`config.mk`:
```
export PLATFORM = sky130hd
export DESIGN_NAME = mtcg_top
export DESIGN_NICKNAME = d
export VERILOG_FILES = /design/src/mtcg_pkg.sv /design/src/mtcg_crc_if.sv /design/src/mtcg_crc16.sv /design/src/mtcg_top.sv
export VERILOG_INCLUDE_DIRS = /design/src
export SDC_FILE = /design/constraint.sdc
export NUM_CORES = 1
export LEC_CHECK = 0
export ABC_AREA = 1
export BUFFER_PORTS_ARGS = -buffer_cell sky130_fd_sc_hd__clkbuf_2
export CORE_MARGIN = 8
export CORE_UTILIZATION = 64
export DETAILED_ROUTE_END_ITERATION = 10
export PLACE_DENSITY = 0.87
export RECOVER_POWER = 50
export SKIP_LAST_GASP = 1
export SYNTH_ARGS = -nofsm -noshare
export SYNTH_HDL_FRONTEND = slang
export SYNTH_SLANG_ARGS = --single-unit
```
`constraint.sdc`:
```
create_clock -name core_clk -period 6.31 [get_ports core_clk]
set_clock_uncertainty 0.15 [all_clocks]
set_input_delay 0 -clock core_clk [delete_from_list [all_inputs] [get_ports core_clk]]
set_output_delay 0 -clock core_clk [all_outputs]
set_load 0.05 [all_outputs]
```
`src/mtcg_regs.svh`:
```
// constants for the memory transfer check generator
// Behaviour
// - top ROM byte holds 8-bit check over lower 56 bits, poly x8+x5+x4+1.
// - ROM check byte is sent uninverted; fixed at manufacture, not computed.
// - memory check uses 16-bit generator, poly x16+x15+x2+1, reads and writes.
// - 16-bit check value is always sent inverted.
// - on reads, check value is sent after the last byte of each 8-byte page.
// - first read pass: clear, shift command, addresses, data to page end.
// - later read passes: clear, shift only that page's data bytes.
// - on writes, check value is sent before the data byte is committed.
// - first write pass: clear, shift command, low and high address, data byte.
// - address auto-increments; next write pass loads address, then shifts data.
// - after a write check value, the data byte is echoed to the master.
`ifndef MTCG_REGS_SVH
`define MTCG_REGS_SVH
`define MTCG_CMD_WRITE 8'h55
`define MTCG_CMD_READ 8'hAA
`define MTCG_CRC16_POLY 16'hA001
`define MTCG_CRC8_POLY 8'h8C
`define MTCG_CRC16_INIT 16'h0000
`define MTCG_PAGE_LAST 3'h7
`define MTCG_ROM_CRC_LSB 56
`endif

```
`src/mtcg_pkg.sv`:
```
// types of the memory transfer check generator
package mtcg_pkg;
    typedef enum logic [6:0] {
        MTCG_IDLE = 7'b0000001,
        MTCG_ADDR_LO = 7'b0000010,
        MTCG_ADDR_HI = 7'b0000100,
        MTCG_RD_DATA = 7'b0001000,
        MTCG_WR_DATA = 7'b0010000,
        MTCG_SEND_CRC = 7'b0100000,
        MTCG_ECHO = 7'b1000000
    } mtcg_state_e;
    typedef enum logic [1:0] {
        MTCG_OP_NONE = 2'h0,
        MTCG_OP_CLEAR = 2'h1,
        MTCG_OP_SHIFT = 2'h2,
        MTCG_OP_LOAD = 2'h3
    } mtcg_op_e;
endpackage : mtcg_pkg

```
`src/mtcg_crc_if.sv`:
```
// operation port between sequencer and the 16-bit generator
`timescale 1ns/1ps
interface mtcg_crc_if;
    import mtcg_pkg::*;
    mtcg_op_e op;
    logic [15:0] load_val;
    logic [7:0] byte_in;
    logic [15:0] crc;
    modport ctrl (output op, output load_val, output byte_in, input crc);
    modport gen (input op, input load_val, input byte_in, output crc);
endinterface : mtcg_crc_if

```
`src/mtcg_crc16.sv`:
```
// 16-bit check generator, one byte per cycle
`timescale 1ns/1ps
`include "mtcg_regs.svh"
module mtcg_crc16
    import mtcg_pkg::*;
(
    input wire logic core_clk,
    input wire logic arst_n,
    mtcg_crc_if.gen port
);
    typedef struct packed {
        logic [15:0] crc;
    } mtcg_gen_s;
    mtcg_gen_s st, next_st;

    // reflected form: lsb first, same result as the serial shifter
    function automatic logic [15:0] mtcg_shift_byte(input logic [15:0] c, input logic [7:0] d);
        logic [15:0] r;
        r = c;
        for (int i = 0; i < 8; i++) begin
            if (r[0] ^ d[i]) begin
                r = (r >> 1) ^ `MTCG_CRC16_POLY;
            end else begin
                r = r >> 1;
            end
        end
        return r;
    endfunction : mtcg_shift_byte

    always_comb begin
        next_st = st;
        case (port.op)
            MTCG_OP_CLEAR: next_st.crc = `MTCG_CRC16_INIT;
            MTCG_OP_SHIFT: next_st.crc = mtcg_shift_byte(st.crc, port.byte_in);
            MTCG_OP_LOAD: next_st.crc = port.load_val;
            default: next_st = st;
        endcase
    end

    always_ff @(posedge core_clk or negedge arst_n) begin
        if (!arst_n) begin
            st <= '0;
        end else begin
            st <= next_st;
        end
    end

    assign port.crc = st.crc;
endmodule : mtcg_crc16

```
`src/mtcg_top.sv`:
```
// memory transfer sequencer with check value generation
`timescale 1ns/1ps
`include "mtcg_regs.svh"
module mtcg_top
    import mtcg_pkg::*;
#(
    parameter logic [63:0] ROM_ID = 64'h0000_0000_0000_0001
)
(
    input wire logic core_clk,
    input wire logic arst_n,
    input wire logic bus_reset,
    input wire logic rx_valid,
    input wire logic [7:0] rx_byte,
    input wire logic tx_ready,
    input wire logic [7:0] mem_rdata,
    input wire logic rom_req,
    output logic tx_valid,
    output logic [7:0] tx_byte,
    output logic [15:0] mem_addr,
    output logic mem_we,
    output logic [7:0] mem_wdata,
    output logic busy
);
    // every output is a field here, so each leaves the block from a flop
    typedef struct packed {
        mtcg_state_e state;
        logic is_write;
        logic first_pass;
        logic [15:0] addr;
        logic [7:0] data;
        logic crc_hi;
        logic echo_pend;
        logic tx_valid;
        logic [7:0] tx_byte;
        logic mem_we;
        logic [7:0] mem_wdata;
        logic [2:0] rom_idx;
        logic rom_active;
        logic busy;
    } mtcg_top_s;
    mtcg_top_s st, next_st;

    // one generator shared by the read and write paths
    mtcg_crc_if cif ();
    mtcg_crc16 u_crc (
        .core_clk(core_clk),
        .arst_n(arst_n),
        .port(cif)
    );

    // factory-fixed check byte over the low 56 id bits
    function automatic logic [7:0] mtcg_rom_crc(input logic [55:0] id);
        logic [7:0] c;
        c = 8'h00;
        for (int i = 0; i < 56; i++) begin
            if (c[0] ^ id[i]) begin
                c = (c >> 1) ^ `MTCG_CRC8_POLY;
            end else begin
                c = c >> 1;
            end
        end
        return c;
    endfunction : mtcg_rom_crc

    // elaboration-time constant: fixed, never computed by running logic
    localparam logic [63:0] ROM_FULL = {mtcg_rom_crc(ROM_ID[55:0]), ROM_ID[55:0]};

    // both command codes open a pass; anything else is ignored in idle
    function automatic logic mtcg_is_cmd(input logic [7:0] b);
        return (b == `MTCG_CMD_WRITE) || (b == `MTCG_CMD_READ);
    endfunction : mtcg_is_cmd

    // last byte of an 8-byte page ends a read pass
    function automatic logic mtcg_page_end(input logic [15:0] a);
        return a[2:0] == `MTCG_PAGE_LAST;
    endfunction : mtcg_page_end

    // a held byte frees its slot in the very cycle the link takes it
    logic tx_free;
    assign tx_free = !st.tx_valid || tx_ready;

    always_comb begin
        next_st = st;
        next_st.mem_we = 1'b0;
        // counter steps after the pulse, so mem_addr holds the write address during it
        if (st.mem_we) begin
            next_st.addr = st.addr + 16'h0001;
        end
        cif.op = MTCG_OP_NONE;
        cif.load_val = st.addr;
        cif.byte_in = rx_byte;
        if (st.tx_valid && tx_ready) begin
            next_st.tx_valid = 1'b0;
        end
        // bus reset outranks an offered byte and any pass in flight
        if (bus_reset) begin
            next_st.state = MTCG_IDLE;
            next_st.rom_active = 1'b0;
            next_st.tx_valid = 1'b0;
            cif.op = MTCG_OP_CLEAR;
        end else if (st.rom_active) begin
            if (tx_free) begin
                next_st.tx_valid = 1'b1;
                next_st.tx_byte = ROM_FULL[8*st.rom_idx +: 8];
                next_st.rom_idx = st.rom_idx + 3'h1;
                if (st.rom_idx == 3'h7) begin
                    next_st.rom_active = 1'b0;
                end
            end
        end else begin
            case (st.state)
                MTCG_IDLE: begin
                    if (rom_req) begin
                        next_st.rom_active = 1'b1;
                        next_st.rom_idx = 3'h0;
                    end else if (rx_valid && mtcg_is_cmd(rx_byte)) begin
                        next_st.is_write = (rx_byte == `MTCG_CMD_WRITE);
                        next_st.first_pass = 1'b1;
                        next_st.state = MTCG_ADDR_LO;
                        cif.op = MTCG_OP_SHIFT; // clear is implied by idle reset below
                    end
                end
                MTCG_ADDR_LO: begin
                    if (rx_valid) begin
                        next_st.addr[7:0] = rx_byte;
                        next_st.state = MTCG_ADDR_HI;
                        cif.op = MTCG_OP_SHIFT;
                    end
                end
                MTCG_ADDR_HI: begin
                    if (rx_valid) begin
                        next_st.addr[15:8] = rx_byte;
                        next_st.state = st.is_write ? MTCG_WR_DATA : MTCG_RD_DATA;
                        cif.op = MTCG_OP_SHIFT;
                    end
                end
                MTCG_RD_DATA: begin
                    // reads run on until a bus reset; the host decides when to stop
                    if (tx_free) begin
                        next_st.tx_valid = 1'b1;
                        next_st.tx_byte = mem_rdata;
                        cif.op = MTCG_OP_SHIFT;
                        cif.byte_in = mem_rdata;
                        next_st.addr = st.addr + 16'h0001;
                        if (mtcg_page_end(st.addr)) begin
                            next_st.state = MTCG_SEND_CRC;
                            next_st.crc_hi = 1'b0;
                        end
                    end
                end
                MTCG_WR_DATA: begin
                    // first pass shifts onto command and address, later ones onto the load
                    if (rx_valid) begin
                        next_st.data = rx_byte;
                        cif.op = st.first_pass ? MTCG_OP_SHIFT : MTCG_OP_NONE;
                        next_st.state = MTCG_SEND_CRC;
                        next_st.crc_hi = 1'b0;
                        next_st.echo_pend = 1'b1;
                    end
                end
                MTCG_SEND_CRC: begin
                    // low half first, both halves inverted
                    if (tx_free) begin
                        next_st.tx_valid = 1'b1;
                        next_st.tx_byte = st.crc_hi ? ~cif.crc[15:8] : ~cif.crc[7:0];
                        next_st.crc_hi = 1'b1;
                        if (st.crc_hi) begin
                            next_st.first_pass = 1'b0;
                            if (st.is_write) begin
                                next_st.state = MTCG_ECHO;
                            end else begin
                                next_st.state = MTCG_RD_DATA;
                                cif.op = MTCG_OP_CLEAR;
                            end
                        end
                    end
                end
                MTCG_ECHO: begin
                    if (tx_free) begin
                        next_st.tx_valid = 1'b1;
                        next_st.tx_byte = st.data;
                        next_st.mem_we = 1'b1;
                        // echo and commit leave together, after both check bytes
                        next_st.mem_wdata = st.data;
                        next_st.state = MTCG_WR_DATA;
                        cif.op = MTCG_OP_LOAD;
                        cif.load_val = st.addr + 16'h0001;
                    end
                end
                default: next_st.state = MTCG_IDLE;
            endcase
        end
        // later write passes: shift the data byte after the address load
        if (!bus_reset && !st.rom_active && st.state == MTCG_WR_DATA && !st.first_pass
            && rx_valid) begin
            cif.op = MTCG_OP_SHIFT;
        end
        if (!bus_reset && !st.rom_active && st.state == MTCG_IDLE && !rx_valid) begin
            cif.op = MTCG_OP_CLEAR;
        end

        next_st.busy = (next_st.state != MTCG_IDLE) || next_st.rom_active;
    end

    always_ff @(posedge core_clk or negedge arst_n) begin
        if (!arst_n) begin
            // full clear: counter, flags and every output to zero
            st <= '0;
            st.state <= MTCG_IDLE;
        end else begin
            st <= next_st;
        end
    end

    assign tx_valid = st.tx_valid;
    assign tx_byte = st.tx_byte;
    assign mem_addr = st.addr;
    assign mem_we = st.mem_we;
    assign mem_wdata = st.mem_wdata;
    assign busy = st.busy;
endmodule : mtcg_top

```
==> run summary <==
status -> finished with violations
failing checks -> max-capacitance violations, max-slew violations
Total Power -> 2270 uW
Post-synth EDFFs -> 0
Global Route Usage Sum -> 29.4%
DRT antenna net count -> 0
R2R Setup Slk -> 2.37 ns
Clock power frac -> 20.5%
clk sinks -> 73
design area -> 0.00576 mm2
First-pass DRT Iterations -> 7
Post-Synth Simple-Gate Area -> 25.5%
post-synthesis cell type count -> 50
largest net degree at the start of global routing -> 74
DIE WIDTH -> 107 um
final setup violation count -> 0
clock buffer depth -> 2
multiplexer area fraction after synthesis -> 0.213%
Ys Warns -> 0
asr flop ratio synth -> 100%
critical path's top delay family -> buffers and inverters
Syn Nets -> 749
Hold Path Class -> input pin to flop
dpl cell area -> 0.00538 mm2
global-route wire length before repair -> 26800 um
register area share after synthesis -> 34.6%
drt wl/cell -> 19.0 um
ANT cells -> 0
area grow syn2layout -> 9.22%
Routed WL -> 16500 um
Max IR drop VDD -> 0.263 mV
Avg Synthesized Cell Area -> 7.31 um2
slowest CP cell -> clkbuf_1
P_sw -> 1140 uW
xor/xnor share of the synthesized area -> 3.46%
row cnt -> 33
total CTS buffers -> 9
H-tree depth -> 3
total of max-cap violations -> 1
CTS tree -> built
I/O Buffers -> 56
worst-path maximum fanout -> 73
cells on worst reg2reg path -> 10
crit share post-route -> 62.5%
fin crit period -> 3.95 ns
post-layout util -> 71.2%
Core Box Area -> 0.00809 mm2
P_int -> 1130 uW
total congestion overflow -> 0
largest cells by area after synthesis -> dfrtp_1, nand2_1, o21ai_0, inv_1, buf_4
Sw Ratio -> 50.2%
CP endpoint kind -> asynchronous set/reset pin
full die area -> 0.0114 mm2
most frequent cells in the layout -> nand2_1, inv_1, o21ai_0
critical path cell sequence -> dlygate4sd3_1 -> clkbuf_1
Synth Flop Type -> dfrtp_1
CP max stage delay -> 2.78 ns
synthesized area -> 0.00528 mm2
Root Buffer -> clkbuf_8
Setup WS post-layout -> 2.36 ns
clk_lat worst skew -> 0.36 ns
Hold EP -> tx_byte[2]
WP data arrival -> 3.35 ns
cell taking the most area after synthesis -> dfrtp_1
Post-Route Setup TNS -> 0 ns
NumNets Final -> 783
Flop pwr share -> 33.3%
DR vias -> 5354
pwr dens -> 393 mW/mm2
hold path depth -> 5
FF+latch count, synth -> 73
DRC violations left -> 0
Mapped Cells -> 722
Leak Pwr -> 0.00270 uW
vias per cell -> 6.18
Fmax -> 253 MHz
r2r startpoint -> st[53]
crit path kind -> input pin to asynchronous set/reset pin
DR iter-0 viols -> 643
pre-CTS WS -> 2.47 ns
startpoint types -> input pin
Final Hold Violating Endpoints -> 0
clock slew at reported path FFs -> 0.09 ns
worst-margin pin slew -> 3.97 ns
initial antenna violation count -> 0
CP Launch Point -> arst_n
Slew Viols, Final -> 74
commonest non-fill, non-tap cell in the layout -> nand2_1
Worst R2R End -> u_crc.port.crc[12]
die height -> 107 um
critical path buffer and inverter count -> 2
Slew HR -> -165%
Logic pwr share -> 46.1%
routability cong. -> 1.00
post-synth top area share -> 34.1%
largest family of logic cells by synthesized area -> simple AND/OR/NAND/NOR gates
HP Start -> mem_rdata[2]
CP Data Required Time -> 5.71 ns
Ports -> 57
DP HPWL -> 12100 um
vias in the first global route -> 5127
starting density of the core -> 65.2%
Compound-Gate Fraction of Synth Area -> 20.6%
layout cell share with drive strength beyond 1 -> 12.7%
Post-CTS Setup Repair Bufs -> 0
Adder-Cell Fraction of Synth Area -> 1.19%
RSZ-0062 raised after global routing -> no
logic make-up after synthesis:
family	count (synthesis)
simple gates	282
fa+ha+maj	5
buf+inv	168
mux	1
compound gates	173
xor+xnor	20
flops	73
routing by layer:
layer / up-vias / global-route usage, % / part of all wire [%]
li1: 2476 / - / -
met1: 2493 / 39.8 / 41
met2: 332 / 44.2 / 44
met3: 53 / 6.24 / 11
met4: 0 / 13.5 / 3.6
met5: - / 0 / 0
how the worst max path moves through the flow:
stage                              end  slack (ns)  cells past startpoint
CTS                 u_crc.port.crc[12]        2.43                     10
finish                    mem_addr[14]        2.36                      2
floorplan            u_crc.port.crc[0]        3.56                     22
detailed placement  u_crc.port.crc[12]        2.47                     10
global placement    u_crc.port.crc[12]        2.71                     10
global route        u_crc.port.crc[10]        1.60                      2
timing repair:
| item | in CTS | in global routing |
|---|---|---|
| gates resized for setup | 0 | 0 |
| endpoints found under the hold margin | 100 | 0 |
| setup endpoints to repair | 0 | 0 |
| hold buffers | 17 | 0 |
cells in the mapped netlist (4+ instances only):
cell type	instances
o21ai_0	77
nor2_2	5
o221ai_1	23
nand2_2	12
inv_2	10
clkbuf_1	14
nand2_1	133
dfrtp_1	72
nor3_1	7
buf_4	33
clkinv_1	5
o22ai_1	11
xor2_1	16
o211ai_1	8
a221oi_1	7
ha_1	5
nand4_1	12
nor4_1	6
nand3_1	42
buf_2	4
inv_1	101
a21oi_1	20
nor2_1	49
a31oi_1	4
a211oi_1	5
nand3_2	6
layout make-up:
type / instances / area [um2]
clock buffer: 9 / 124
multi-input combinational: 481 / 2690
timing repair buffer: 74 / 427
tap: 105 / 131
fill: 710 / 2330
clock inverter: 7 / 125
sequential: 73 / 1830
inverter: 117 / 440
stage by stage:
step	hold slack (ns)	instances
3_5_place_dp	0.0479	833
3_3_place_gp	0.0374	833
5_1_grt	0.0529	866
2_1_floorplan	-0.446	722
4_1_cts	0.00227	866
6_report	0.00942	866
power groups by stage:
stage / sequential (uW) / combinational, uW / clock, uW
floorplan: 718 / 888 / 0
global placement: 751 / 1010 / 0
detailed placement: 760 / 1020 / 0
CTS: 750 / 1040 / 467
global route: 773 / 1130 / 482
finish: 755 / 1050 / 465
state kept, by name (all words and copies together), names as in the netlist:
name,count
busy,1
mem_wdata,8
mem_addr,16
u_crc.port.crc,16
st,22
tx_valid,1
tx_byte,8
mem_we,1
Power figures use the tool's default switching activity.
